### src/verilog/blro_pkg.sv
package blro_pkg;
	// register byte offsets on the bus
	localparam logic [11:0] BLRO_OFF_FG = 12'h034;
	localparam logic [11:0] BLRO_OFF_BG = 12'h038;
	localparam logic [11:0] BLRO_OFF_PIXDEPTH = 12'h07c;
	localparam logic [11:0] BLRO_OFF_ROP = 12'h08c;
	localparam logic [11:0] BLRO_OFF_SRCBASE = 12'h098;
	localparam logic [11:0] BLRO_OFF_STCOMP = 12'h0ec;
	localparam logic [11:0] BLRO_OFF_DTCOMP = 12'h0fc;
	localparam logic [11:0] BLRO_OFF_HOSTDATA = 12'h100;
	localparam int BLRO_ADDR_W = 12;

	// raster_operation_control field positions
	localparam int BLRO_SRC_HI = 31;
	localparam int BLRO_SRC_LO = 30;
	localparam int BLRO_PAT_USE = 29;
	localparam int BLRO_DST_USE = 28;
	localparam int BLRO_DIAG = 27;
	localparam int BLRO_DT_EN = 15;
	localparam int BLRO_DT_MATCH = 14;
	localparam int BLRO_ST_EN = 13;
	localparam int BLRO_ST_MATCH = 12;
	localparam int BLRO_PACKED = 11;
	localparam int BLRO_EXPAND = 10;
	localparam int BLRO_PAT_TR = 9;
	localparam int BLRO_BM_TR = 8;
	localparam int BLRO_CODE_HI = 7;

	// writable bits and reset values
	localparam logic [31:0] BLRO_ROP_WMASK = 32'hf800ffff;
	localparam logic [31:0] BLRO_SRCBASE_WMASK = 32'h003fffe0;
	localparam logic [31:0] BLRO_DEPTH_WMASK = 32'h00000003;
	localparam logic [31:0] BLRO_FG_RST = 32'hffffffff;
	localparam logic [31:0] BLRO_BG_RST = 32'h00000000;
	localparam logic [31:0] BLRO_ZERO = 32'h00000000;
	localparam int BLRO_BASE_HI = 21;
	localparam int BLRO_BASE_LO = 5;

	// byte-lane masks per pixel depth
	localparam logic [31:0] BLRO_MASK_1B = 32'h000000ff;
	localparam logic [31:0] BLRO_MASK_2B = 32'h0000ffff;
	localparam logic [31:0] BLRO_MASK_3B = 32'h00ffffff;
	localparam logic [31:0] BLRO_MASK_4B = 32'hffffffff;

	// source operand type and pixel depth encodings
	typedef enum logic [1:0] {BLRO_SRC_FILL, BLRO_SRC_SCREEN, BLRO_SRC_HOST, BLRO_SRC_RSVD} blro_src_t;
	typedef enum logic [1:0] {BLRO_DEP_1B, BLRO_DEP_2B, BLRO_DEP_3B, BLRO_DEP_4B} blro_depth_t;
endpackage

### src/verilog/blro_rop_ctrl.sv
`timescale 1ns/1ps
// Notes on behaviour
// source type picks fill, screen or host
// host port writes always accepted, kept only if host
// software uses fill source when code ignores source
// pattern-present enables pattern fetch and operand
// destination-present enables destination read
// diagnostic bit reroutes register reads
// destination transparency compares destination with compare
// destination match bit selects equal or differing
// software sets destination-present, avoids three-byte pixels
// source transparency compares colour source, not 3-byte
// source match bit selects equal or differing
// software uses bitmap transparency for bitmap sources
// packed mode carries leftover source to next line
// unpacked mode drops leftover source at line end
// expand bit treats source as one-bit bitmap
// pattern transparency skips zero pattern pixels
// bitmap transparency skips zero bits, writes foreground
// result computed from eight-bit raster code
// source start address from base bits 21:5
// source base low five bits stay zero
// fourth byte of four-byte pixels is processed
// depth field gives one to four bytes
// expansion substitutes foreground for one bits
// raster code is truth table on pattern, source, destination
module blro_rop_ctrl (
	// clock and reset
	input wire logic core_clk,
	input wire logic rst_n,
	// ahb-lite slave
	input wire logic hsel,
	input wire logic [31:0] haddr,
	input wire logic [1:0] htrans,
	input wire logic hwrite,
	input wire logic [2:0] hsize,
	input wire logic [31:0] hwdata,
	input wire logic hready,
	output logic [31:0] hrdata,
	output logic hreadyout,
	output logic hresp,
	// pixel operands from the engine's fetch units
	input wire logic pix_valid,
	input wire logic [31:0] pix_pat,
	input wire logic [31:0] pix_src,
	input wire logic [31:0] pix_dst,
	input wire logic pix_bit,
	input wire logic line_end,
	// pixel result
	output logic res_valid,
	output logic [31:0] res_data,
	output logic res_write,
	// fetch steering
	output logic [1:0] src_sel,
	output logic fetch_pat,
	output logic fetch_dst,
	output logic bitmap_src,
	output logic packed_src,
	output logic src_discard,
	output logic [21:0] src_start_addr,
	output logic [1:0] pixel_depth,
	// host data port forwarded to the engine
	output logic host_valid,
	output logic [31:0] host_data
);
	import blro_pkg::*;

	logic [31:0] rop_q;
	logic [31:0] srcbase_q;
	logic [31:0] depth_q;
	logic [31:0] fg_q;
	logic [31:0] bg_q;
	logic [31:0] stc_q;
	logic [31:0] dtc_q;
	logic [31:0] host_q;
	logic host_valid_q;
	logic wr_pend_q;
	logic [BLRO_ADDR_W-1:0] wr_addr_q;
	logic [31:0] hrdata_q;
	logic res_valid_q;
	logic [31:0] res_q;
	logic res_write_q;
	logic discard_q;
	logic addr_ok;
	logic [BLRO_ADDR_W-1:0] a_off;
	logic [31:0] rd_d;
	logic [31:0] src_col;
	logic [31:0] pat_op;
	logic [31:0] dst_op;
	logic [31:0] res_d;
	logic write_d;
	logic [31:0] dmask;
	blro_src_t src_type;
	blro_depth_t depth;

	// byte lanes that belong to one pixel at the given depth
	function automatic logic [31:0] blro_mask(input blro_depth_t d);
		case (d)
			BLRO_DEP_1B: blro_mask = BLRO_MASK_1B;
			BLRO_DEP_2B: blro_mask = BLRO_MASK_2B;
			BLRO_DEP_3B: blro_mask = BLRO_MASK_3B;
			default: blro_mask = BLRO_MASK_4B;
		endcase
	endfunction

	// masked pixel compare, used by destination and source transparency
	function automatic logic blro_eq(input logic [31:0] a, input logic [31:0] b, input logic [31:0] m);
		blro_eq = ((a & m) == (b & m));
	endfunction

	// each result bit is the code bit indexed by {pat, src, dst}
	function automatic logic [31:0] blro_rop(input logic [7:0] code, input logic [31:0] p,
		input logic [31:0] s, input logic [31:0] d);
		logic [31:0] r;
		r = BLRO_ZERO;
		for (int i = 0; i < 32; i++) begin
			r[i] = code[{p[i], s[i], d[i]}];
		end
		blro_rop = r;
	endfunction

	assign src_type = blro_src_t'(rop_q[BLRO_SRC_HI:BLRO_SRC_LO]);
	assign depth = blro_depth_t'(depth_q[1:0]);
	assign dmask = blro_mask(depth);
	assign a_off = haddr[BLRO_ADDR_W-1:0];
	assign addr_ok = hsel && hready && htrans[1];

	// register read mux; diagnostic mode returns the result path for all but the control and host data offsets
	always_comb begin
		rd_d = BLRO_ZERO;
		case (a_off)
			BLRO_OFF_FG: rd_d = fg_q;
			BLRO_OFF_BG: rd_d = bg_q;
			BLRO_OFF_PIXDEPTH: rd_d = depth_q;
			BLRO_OFF_ROP: rd_d = rop_q;
			BLRO_OFF_SRCBASE: rd_d = srcbase_q;
			BLRO_OFF_STCOMP: rd_d = stc_q;
			BLRO_OFF_DTCOMP: rd_d = dtc_q;
			BLRO_OFF_HOSTDATA: rd_d = host_q;
			default: rd_d = BLRO_ZERO;
		endcase
		// control register stays readable so software can leave the mode
		if (rop_q[BLRO_DIAG] && a_off != BLRO_OFF_ROP && a_off != BLRO_OFF_HOSTDATA) begin
			rd_d = res_q;
		end
	end

	// address phase capture; zero wait states, reads answered next cycle
	always_ff @(posedge core_clk or negedge rst_n) begin
		if (!rst_n) begin
			wr_pend_q <= 1'b0;
			wr_addr_q <= '0;
			hrdata_q <= BLRO_ZERO;
		end else begin
			wr_pend_q <= addr_ok && hwrite;
			if (addr_ok) begin
				wr_addr_q <= a_off;
			end
			if (addr_ok && !hwrite) begin
				hrdata_q <= rd_d;
			end
		end
	end

	// data phase register writes; reserved bits never take a one
	always_ff @(posedge core_clk or negedge rst_n) begin
		if (!rst_n) begin
			rop_q <= BLRO_ZERO;
			srcbase_q <= BLRO_ZERO;
			depth_q <= BLRO_ZERO;
			fg_q <= BLRO_FG_RST;
			bg_q <= BLRO_BG_RST;
			stc_q <= BLRO_ZERO;
			dtc_q <= BLRO_ZERO;
		end else if (wr_pend_q) begin
			case (wr_addr_q)
				BLRO_OFF_FG: fg_q <= hwdata;
				BLRO_OFF_BG: bg_q <= hwdata;
				BLRO_OFF_PIXDEPTH: depth_q <= hwdata & BLRO_DEPTH_WMASK;
				BLRO_OFF_ROP: rop_q <= hwdata & BLRO_ROP_WMASK;
				BLRO_OFF_SRCBASE: srcbase_q <= hwdata & BLRO_SRCBASE_WMASK;
				BLRO_OFF_STCOMP: stc_q <= hwdata;
				BLRO_OFF_DTCOMP: dtc_q <= hwdata;
				default: ;
			endcase
		end
	end

	// host data port: every write completes, data kept only for host source
	always_ff @(posedge core_clk or negedge rst_n) begin
		if (!rst_n) begin
			host_q <= BLRO_ZERO;
			host_valid_q <= 1'b0;
		end else begin
			host_valid_q <= 1'b0;
			if (wr_pend_q && wr_addr_q == BLRO_OFF_HOSTDATA && src_type == BLRO_SRC_HOST) begin
				host_q <= hwdata;
				host_valid_q <= 1'b1;
			end
		end
	end

	// operand selection and write decision for one pixel
	always_comb begin
		pat_op = rop_q[BLRO_PAT_USE] ? pix_pat : BLRO_ZERO;
		dst_op = rop_q[BLRO_DST_USE] ? pix_dst : BLRO_ZERO;
		case (src_type)
			BLRO_SRC_SCREEN: src_col = pix_src;
			BLRO_SRC_HOST: src_col = host_q;
			default: src_col = bg_q;
		endcase
		// bitmap data only expands when it comes from screen or host
		if (rop_q[BLRO_EXPAND] && (src_type == BLRO_SRC_SCREEN || src_type == BLRO_SRC_HOST)) begin
			src_col = pix_bit ? fg_q : bg_q;
		end
		// all 32 bits go through the code, fourth byte included
		res_d = blro_rop(rop_q[BLRO_CODE_HI:0], pat_op, src_col, dst_op);
		write_d = 1'b1;
		// compare modes are meaningless at three bytes, so they stand down
		if (rop_q[BLRO_DT_EN] && depth != BLRO_DEP_3B) begin
			write_d = write_d && (blro_eq(dst_op, dtc_q, dmask) == rop_q[BLRO_DT_MATCH]);
		end
		if (rop_q[BLRO_ST_EN] && !rop_q[BLRO_EXPAND] && depth != BLRO_DEP_3B) begin
			write_d = write_d && (blro_eq(src_col, stc_q, dmask) == rop_q[BLRO_ST_MATCH]);
		end
		if (rop_q[BLRO_PAT_TR]) begin
			write_d = write_d && ((pat_op & dmask) != BLRO_ZERO);
		end
		if (rop_q[BLRO_BM_TR] && rop_q[BLRO_EXPAND]) begin
			write_d = write_d && pix_bit;
		end
	end

	// one-stage result pipe
	always_ff @(posedge core_clk or negedge rst_n) begin
		if (!rst_n) begin
			res_valid_q <= 1'b0;
			res_q <= BLRO_ZERO;
			res_write_q <= 1'b0;
		end else begin
			res_valid_q <= pix_valid;
			if (pix_valid) begin
				res_q <= res_d;
				res_write_q <= write_d;
			end
		end
	end

	// line end: unpacked mode tells the fetcher to drop its leftover dword
	always_ff @(posedge core_clk or negedge rst_n) begin
		if (!rst_n) begin
			discard_q <= 1'b0;
		end else begin
			discard_q <= line_end && !rop_q[BLRO_PACKED];
		end
	end

	// outputs, all straight from flops except the tied-off hreadyout and hresp
	assign hrdata = hrdata_q;
	assign hreadyout = 1'b1; // never stalls, so no reset-time glitch either
	assign hresp = 1'b0;
	assign res_valid = res_valid_q;
	assign res_data = res_q;
	assign res_write = res_write_q;
	assign src_sel = rop_q[BLRO_SRC_HI:BLRO_SRC_LO];
	assign fetch_pat = rop_q[BLRO_PAT_USE];
	assign fetch_dst = rop_q[BLRO_DST_USE];
	assign bitmap_src = rop_q[BLRO_EXPAND];
	assign packed_src = rop_q[BLRO_PACKED];
	assign src_discard = discard_q;
	assign src_start_addr = srcbase_q[BLRO_BASE_HI:0];
	assign pixel_depth = depth_q[1:0];
	assign host_valid = host_valid_q;
	assign host_data = host_q;

	// host write with host source shows up one cycle later
	property p_host_take;
		@(posedge core_clk) disable iff (!rst_n)
		wr_pend_q && wr_addr_q == BLRO_OFF_HOSTDATA && src_type == BLRO_SRC_HOST
		|=> host_valid && host_data == $past(hwdata);
	endproperty
	a_host_take: assert property (p_host_take) else $error("host data not forwarded");

	// host write with another source leaves the port untouched
	property p_host_drop;
		@(posedge core_clk) disable iff (!rst_n)
		wr_pend_q && wr_addr_q == BLRO_OFF_HOSTDATA && src_type != BLRO_SRC_HOST
		|=> !host_valid && $stable(host_data);
	endproperty
	a_host_drop: assert property (p_host_drop) else $error("host data kept without host source");

	// low base bits and reserved top bits never set
	property p_base_align;
		@(posedge core_clk) disable iff (!rst_n)
		src_start_addr[BLRO_BASE_LO-1:0] == '0 && srcbase_q[31:BLRO_BASE_HI+1] == '0;
	endproperty
	a_base_align: assert property (p_base_align) else $error("source base not aligned");

	// code f0 with pattern in use yields the pattern itself
	property p_code_pat;
		@(posedge core_clk) disable iff (!rst_n)
		pix_valid && rop_q[BLRO_CODE_HI:0] == 8'hf0 && rop_q[BLRO_PAT_USE] |=> res_data == $past(pix_pat);
	endproperty
	a_code_pat: assert property (p_code_pat) else $error("pattern copy code wrong");

	// destination equal to compare with match clear is not written
	property p_dst_tr;
		@(posedge core_clk) disable iff (!rst_n)
		pix_valid && rop_q[BLRO_DT_EN] && !rop_q[BLRO_DT_MATCH] && rop_q[BLRO_DST_USE]
		&& depth != BLRO_DEP_3B && ((pix_dst ^ dtc_q) & dmask) == BLRO_ZERO |=> !res_write;
	endproperty
	a_dst_tr: assert property (p_dst_tr) else $error("destination transparency wrote pixel");

	// screen source differing from compare with match set is not written
	property p_src_tr;
		@(posedge core_clk) disable iff (!rst_n)
		pix_valid && rop_q[BLRO_ST_EN] && rop_q[BLRO_ST_MATCH] && !rop_q[BLRO_EXPAND]
		&& src_type == BLRO_SRC_SCREEN && depth != BLRO_DEP_3B
		&& ((pix_src ^ stc_q) & dmask) != BLRO_ZERO |=> !res_write;
	endproperty
	a_src_tr: assert property (p_src_tr) else $error("source transparency wrote pixel");

	// zero pattern pixel under pattern transparency is never written
	property p_pat_tr;
		@(posedge core_clk) disable iff (!rst_n)
		pix_valid && rop_q[BLRO_PAT_TR] && (pix_pat & dmask) == BLRO_ZERO |=> !res_write;
	endproperty
	a_pat_tr: assert property (p_pat_tr) else $error("pattern transparency wrote pixel");

	// expanded one bit with source-copy code gives foreground
	property p_bm_fg;
		@(posedge core_clk) disable iff (!rst_n)
		pix_valid && pix_bit && rop_q[BLRO_EXPAND] && src_type == BLRO_SRC_SCREEN && rop_q[BLRO_CODE_HI:0] == 8'hcc
		|=> res_data == $past(fg_q) && (res_write || !$past(rop_q[BLRO_BM_TR])
		|| $past(rop_q[BLRO_PAT_TR]) || $past(rop_q[BLRO_DT_EN]));
	endproperty
	a_bm_fg: assert property (p_bm_fg) else $error("bitmap expansion did not give foreground");

	// zero bitmap bit under bitmap transparency is skipped
	property p_bm_skip;
		@(posedge core_clk) disable iff (!rst_n)
		pix_valid && rop_q[BLRO_EXPAND] && rop_q[BLRO_BM_TR] && !pix_bit |=> !res_write;
	endproperty
	a_bm_skip: assert property (p_bm_skip) else $error("bitmap transparency wrote pixel");

	// line end drops leftover source only when unpacked
	property p_line_end;
		@(posedge core_clk) disable iff (!rst_n)
		line_end |=> src_discard == !$past(rop_q[BLRO_PACKED]);
	endproperty
	a_line_end: assert property (p_line_end) else $error("line end discard wrong");

	// fill source feeds the background colour into the code, expand or not
	property p_fill_src;
		@(posedge core_clk) disable iff (!rst_n)
		pix_valid && src_type == BLRO_SRC_FILL && rop_q[BLRO_CODE_HI:0] == 8'hcc |=> res_data == $past(bg_q);
	endproperty
	a_fill_src: assert property (p_fill_src) else $error("fill source not background");

	// host source feeds the last accepted host word
	property p_host_src;
		@(posedge core_clk) disable iff (!rst_n)
		pix_valid && src_type == BLRO_SRC_HOST && !rop_q[BLRO_EXPAND] && rop_q[BLRO_CODE_HI:0] == 8'hcc
		|=> res_data == $past(host_data);
	endproperty
	a_host_src: assert property (p_host_src) else $error("host source not host word");

	// destination not in use reads as zero, so a destination copy gives zero
	property p_dst_off;
		@(posedge core_clk) disable iff (!rst_n)
		pix_valid && !rop_q[BLRO_DST_USE] && rop_q[BLRO_CODE_HI:0] == 8'haa |=> res_data == BLRO_ZERO;
	endproperty
	a_dst_off: assert property (p_dst_off) else $error("unused destination leaked");

	// a source base write keeps only the base field
	property p_base_write;
		@(posedge core_clk) disable iff (!rst_n)
		wr_pend_q && wr_addr_q == BLRO_OFF_SRCBASE |=> srcbase_q == ($past(hwdata) & BLRO_SRCBASE_WMASK);
	endproperty
	a_base_write: assert property (p_base_write) else $error("source base write not masked");
endmodule

### config.mk
export PLATFORM = sky130hd
export DESIGN_NAME = blro_rop_ctrl
export DESIGN_NICKNAME = d
export VERILOG_FILES = /design/src/verilog/blro_pkg.sv /design/src/verilog/blro_rop_ctrl.sv
export SDC_FILE = /design/constraint.sdc
export NUM_CORES = 1
export LEC_CHECK = 0
export ABC_AREA = 1
export BUFFER_PORTS_ARGS = -buffer_cell sky130_fd_sc_hd__buf_2
export CORE_MARGIN = 4
export CORE_UTILIZATION = 52
export DETAILED_ROUTE_END_ITERATION = 10
export GPL_TIMING_DRIVEN = 0
export HOLD_SLACK_MARGIN = 0.05
export PLACE_DENSITY = 0.79
export SKIP_LAST_GASP = 1
export SLEW_MARGIN = 20
export SYNTH_ARGS = -nofsm -noshare
export SYNTH_HDL_FRONTEND = slang
export SYNTH_SLANG_ARGS = --single-unit
### constraint.sdc
create_clock -name core_clk -period 1.95 [get_ports core_clk]
set_input_delay 0.0975 -clock core_clk [delete_from_list [all_inputs] [get_ports core_clk]]
set_output_delay 0.0975 -clock core_clk [all_outputs]
set_load 0.02 [all_outputs]
# [Word level (Yosys, flattened, before mapping)]
# Cells that the tools add are included.
[op_classes] eq_ne=27 order_cmp=32 n_mux=77 n_bitwise=5 reduce_logical=30
[ops] operator="one-hot mux 32 bit (8 select lines)" n=1
[ops] operator="AND 32 bit" n=5
[ops] operator="2-to-1 mux 32 bit" n=5
[ops] operator="< comparator 3 x 4 -> 1 bit (second input constant)" n=32
[ops] operator="binary-select mux 1 bit (select 3 bit)" n=32
[ops] operator="equality test 12 x 8 -> 1 bit (second input constant)" n=8
[ops] operator="one-hot mux 32 bit (3 select lines)" n=1
[ops] operator="equality test 32 bit" n=2
[ops] operator="one-hot mux 32 bit (2 select lines)" n=1
[ops] operator="equality test 12 x 6 -> 1 bit (second input constant)" n=4
[ops] operator="2-to-1 mux 1 bit" n=37
[ops] operator="nonzero test 32 bit" n=1
[ops] operator="equality test 12 x 7 -> 1 bit (second input constant)" n=2
[ops] operator="equality test 12 x 9 -> 1 bit (second input constant)" n=2
[ops] operator="logical AND 1 bit" n=17
[ops] operator="AND reduction 2 bit" n=7
[ops] operator="!= test 12 x 8 -> 1 bit (second input constant)" n=1
[ops] operator="!= test 12 x 9 -> 1 bit (second input constant)" n=1
[ops] operator="equality test 2 x 1 -> 1 bit (second input constant)" n=2
[ops] operator="equality test 2 bit (second input constant)" n=2
[ops] operator="logical NOT 1 bit" n=3
[ops] operator="equality test 1 bit" n=2
[ops] operator="logical NOT 2 bit" n=1
[ops] operator="!= test 2 bit (second input constant)" n=1
[ops] operator="logical OR 1 bit" n=1
[word_totals] elab_cells=187 out_inout_bits=132 ff_bits=281

# [Depth between registers and ports, before layout]
[depth] ltp_word=13 depth_mapped=20 depth_no_buf=18

# [Worst setup path after synthesis]
# No wires, ideal clock.
[synth_timing] kind="reg-to-reg" startpoint="register rop_q[30]" endpoint="register res_write_q, in the netlist res_write" setup_slack_ns=-0.205 stages_incl_launch_ff=19 t_arrival_ns=2.039 t_required_ns=1.834 period_less_slack_ns=2.155 cell_sequence="dfrtp_1 -> inv_1 -> ha_1 -> buf_6 -> nor2_4 -> buf_4 -> nand2_1 -> nand3_2 -> nand2_1 -> nand2_1 -> nand2_1 -> nor2_1 -> nand2_1 -> nor2_1 -> nand2_1 -> o21ai_1 -> nand3_1 -> nand2_1 -> nand2_1"
[synth_between] elab_chain_cells=13
[synth_rtl] item="start, declared" line="blro_rop_ctrl.sv:68" text="logic [31:0] rop_q;"
[synth_rtl] item="start signal, assigned" line="blro_rop_ctrl.sv:180" text="BLRO_OFF_ROP: rop_q <= hwdata & BLRO_ROP_WMASK;"
[synth_rtl] item="parallel branches: the longest is 3 deep, another holds one-hot mux 32 bit (2 select lines)"
[synth_rtl] item="2-to-1 mux 32 bit (*)" line="blro_rop_ctrl.sv:213" text="if (rop_q[BLRO_EXPAND] && (src_type == BLRO_SRC_SCREEN || src_type == BLRO_SRC_HOST)) begin"
[synth_rtl] item="AND 32 bit (*)" line="blro_rop_ctrl.sv:108" text="blro_eq = ((a & m) == (b & m));"
[synth_rtl] item="equality test 32 bit (*)" line="blro_rop_ctrl.sv:108"
[synth_rtl] item="equality test 1 bit (*)" line="blro_rop_ctrl.sv:224" text="write_d = write_d && (blro_eq(src_col, stc_q, dmask) == rop_q[BLRO_ST_MATCH]);"
[synth_rtl] item="logical AND 1 bit (*)" line="blro_rop_ctrl.sv:224"
[synth_rtl] item="2-to-1 mux 1 bit (*)" line="blro_rop_ctrl.sv:223" text="if (rop_q[BLRO_ST_EN] && !rop_q[BLRO_EXPAND] && depth != BLRO_DEP_3B) begin"
[synth_rtl] item="logical AND 1 bit" line="blro_rop_ctrl.sv:227" text="write_d = write_d && ((pat_op & dmask) != BLRO_ZERO);"
[synth_rtl] item="2-to-1 mux 1 bit (*)" line="blro_rop_ctrl.sv:226" text="if (rop_q[BLRO_PAT_TR]) begin"
[synth_rtl] item="logical AND 1 bit" line="blro_rop_ctrl.sv:230" text="write_d = write_d && pix_bit;"
[synth_rtl] item="2-to-1 mux 1 bit (*)" line="blro_rop_ctrl.sv:229" text="if (rop_q[BLRO_BM_TR] && rop_q[BLRO_EXPAND]) begin"
[synth_rtl] item="end signal, assigned" line="blro_rop_ctrl.sv:244" text="res_write_q <= write_d;"
[synth_rtl] item="end, declared" line="blro_rop_ctrl.sv:82" text="logic res_write_q;"
# Mark *: on every way between the ends.
# A chain may end at the register's enable or synchronous reset.

# [Worst setup path after layout]
# Same ends and word-level chain as after synthesis.

==> results.toml <==
[synthesis]
ys_warn_count = 0
synth_area_per_cell_um2 = 7.07
ys.flop_type = "dfrtp_1"
syn_area_um2 = 17500
yosysTopAreaCell = "dfrtp_1"
synth-edff-count = 0
synth_top_area_share = 0.355
synth_seq_area_share = 0.403
ys_ff_latch = 281
yosysMostFrequentCell = "nand2_1"
synthCells = 2482
async_flop_share = 1.00
synth.distinct_cells = 45
synth_common_cells = "nand2_1 (778), o21ai_0 (300), dfrtp_1 (249), inv_1 (219), nor2_1 (153)"
yosys-top-cells-area = "dfrtp_1 (36%), nand2_1 (17%), o21ai_0 (8.6%)"

[worst_setup_path]
crit_type = "flop to flop"
critPathCaptureType = "flop"
path_max_fanout = 6
startpoint_type = "flop"
worstPathRequired_ns = 2.42
critPathArrivalTime_ns = 3.08

[sta]
hold_violations = 0
fin_skew_ns = 0.0122
finalSetupViolations = 190
rsz0062_at_grt = "yes"
final.period_utilization = 1.34
whs_ns = 0.0217
setup_ws_ns = -0.657
max_freq_mhz = 384
fin_crit_ns = 2.61
finalMaxSlewViolations = 0
fin_tns_setup_ns = -54.31
worst_slew_margin_rel = 0.230
tightest_slew_ns = 1.15

[layout]
stdcell_count = 3449
area_growth_pct = 41.8
layout-drive-gt1-share = 0.305
multi_input_area_um2 = 10600
fin_nets = 3159
antennaDiodeCount = 0
design_area_um2 = 24900
fill_cells = 2418
final_util = 0.757
seq_area_um2 = 7080

[floorplanning]
coreArea_um2 = 32900
die_x_um = 192
die-area_um2 = 36700
start_util = 0.534
die_h_um = 192
pin_count = 305
row_count = 66

[pwr]
p_total_mw = 15.0
p_per_area_nw_per_um2 = 605
p_leak_nw = 12.6
peakVddDrop_v = 0.000943

[routing]
drt-initial-drc-count = 3709
dr.pass1.iters = 9
viasPerCell = 6.46
ant_nets = 0
drc = 0
post_drt_wl_per_cell_um = 27.0
routed_wl_um = 93100
num_vias = 22300

[global_route]
busiest_layer = "met2"
first_global_vias = 19900
grt_max_degree = 98
met2_usage = 0.663
gr-usage-all-layers = 0.458
antenna_found_initial = 4
grt_pass1_wl_um = 125000
grt_use_met3 = 0.146
use_met1 = 0.619
grt.overflow.total = 0

[place]
port_buffers = 272
placed_area_um2 = 19600
gp_congestion = 1.03
dp_hpwl_um = 63300
dp_cells = 3204
post-place-ws_ns = -1.17

[clocking]
cts_buffers = 31
cts_tree = "done"
cts_root_buf = "clkbuf_16"
clock_latency_ns = 0.58
cts_buffer_depth = 3
clkTransAtPathRegs_ns = 0.07
h-tree-depth = 1
clock_sinks = 281

[status]
violations = "setup timing"
status = "finished, violations left"

[hold_path]
min_path_type = "input port to flop"

[job]
maxCapViolCount = 0
-- path summary, 6_finish.rpt --
check	to	slack, ns	cells past startpoint	start
max	res_write	-0.66	18	rop_q[30]
max reg2reg	res_write	-0.66	18	rop_q[30]
max in group asynchronous	rop_q[30]	0.94	4	rst_n
min reg2reg	hrdata[12]	0.48	1	hrdata[12]
min in group asynchronous	stc_q[5]	0.12	3	rst_n
min	hrdata[7]	0.02	4	hwrite
-- layer usage --
metal  vias up  share of wire
met5         -        0.00047
met4         6          0.074
met3       479           0.16
met2      2052           0.41
met1     10400           0.36
li1       9386              -
-- cell usage in the layout, fill, tap and decap left out, types with 26 or more instances in the layout --
master         netlist  final
o211ai_1           116    116
o21ai_0            300    188
inv_1              219    212
nand2_2             11     93
o21ai_2              0     35
dfstp_2             32     32
buf_6                6     42
a31oi_1             32     32
dfrtp_1            249    246
a21oi_1             92     61
nand3_1            121     95
o21ai_1              2     79
nand4_1             50     50
buf_4               18     67
clkbuf_1            99     51
nand2_1            778    671
buf_2               27    287
a21oi_2              0     26
nor2_1             153    104
dlygate4sd3_1        0     84
nand3_4              0     28
clkbuf_16            0     51
nor2_2               1     27
-- worst max-delay path, stage by stage, from the launching register on --
cell	delay, ns
dfrtp_2	0.48
inv_2	0.09
ha_4	0.25
nor2_4	0.14
buf_6	0.16
buf_8	0.16
nand3_2	0.11
nand3_4	0.11
nand2_1	0.07
nand2_1	0.14
nand2_1	0.07
inv_1	0.05
nand2_1	0.05
nor2_2	0.11
nand2_1	0.08
o21ai_2	0.14
nand3_2	0.10
nand2_2	0.10
nand2_1	0.05
-- kinds of logic (layout without fill, tap and decap cells) --
kind of cell / count (synthesis) / count (layout) / share of synthesized area
and+or+nand+nor: 1164 / 1169 / 0.279
buffers and inverters: 382 / 897 / 0.0901
AOI/OAI and AO/OA: 630 / 630 / 0.214
muxes: 5 / 5 / 0.00307
DFF: 281 / 281 / 0.403
xor gates and xnor gates: 16 / 16 / 0.00842
other: 2 / 7 / 0.000428
adders and majority gates: 2 / 2 / 0.00143
-- registers in the layout (all words and copies together) (netlist names), 2 cells and up --
register,cells
bg_q,32
depth_q,2
hrdata,32
stc_q,32
srcbase_q,17
host_data,32
fg_q,32
res_data,32
rop_q,21
dtc_q,32
wr_addr_q,12
-- area by class of cell --
type / count / area share
flip-flops and latches: 281 / 0.284
plain buffers: 154 / 0.0500
well taps: 442 / 0.0222
clock inverters: 17 / 0.00734
repair buffers: 462 / 0.143
inverters: 224 / 0.0346
clock buffers: 39 / 0.0336
multi-input cells: 1829 / 0.424
repair inverters: 1 / 0.000302
-- report_power, final --
part	switching (mW)	leakage (nW)	total (mW)	internal [mW]
logic	1.61	9.33	2.52	0.906
registers	0.289	2.82	6.44	6.15
clock network	2.66	0.484	6.09	3.43
-- what timing repair did --
item,4_1_cts,5_1_grt
setup endpoints to repair,265,256
gates resized for setup,260,516
pin swaps,75,67
hold buffers,83,1
endpoints found under the hold margin,328,3
setup buffers,52,33
gates cloned,7,20
(Power assumes the default switching activity.)
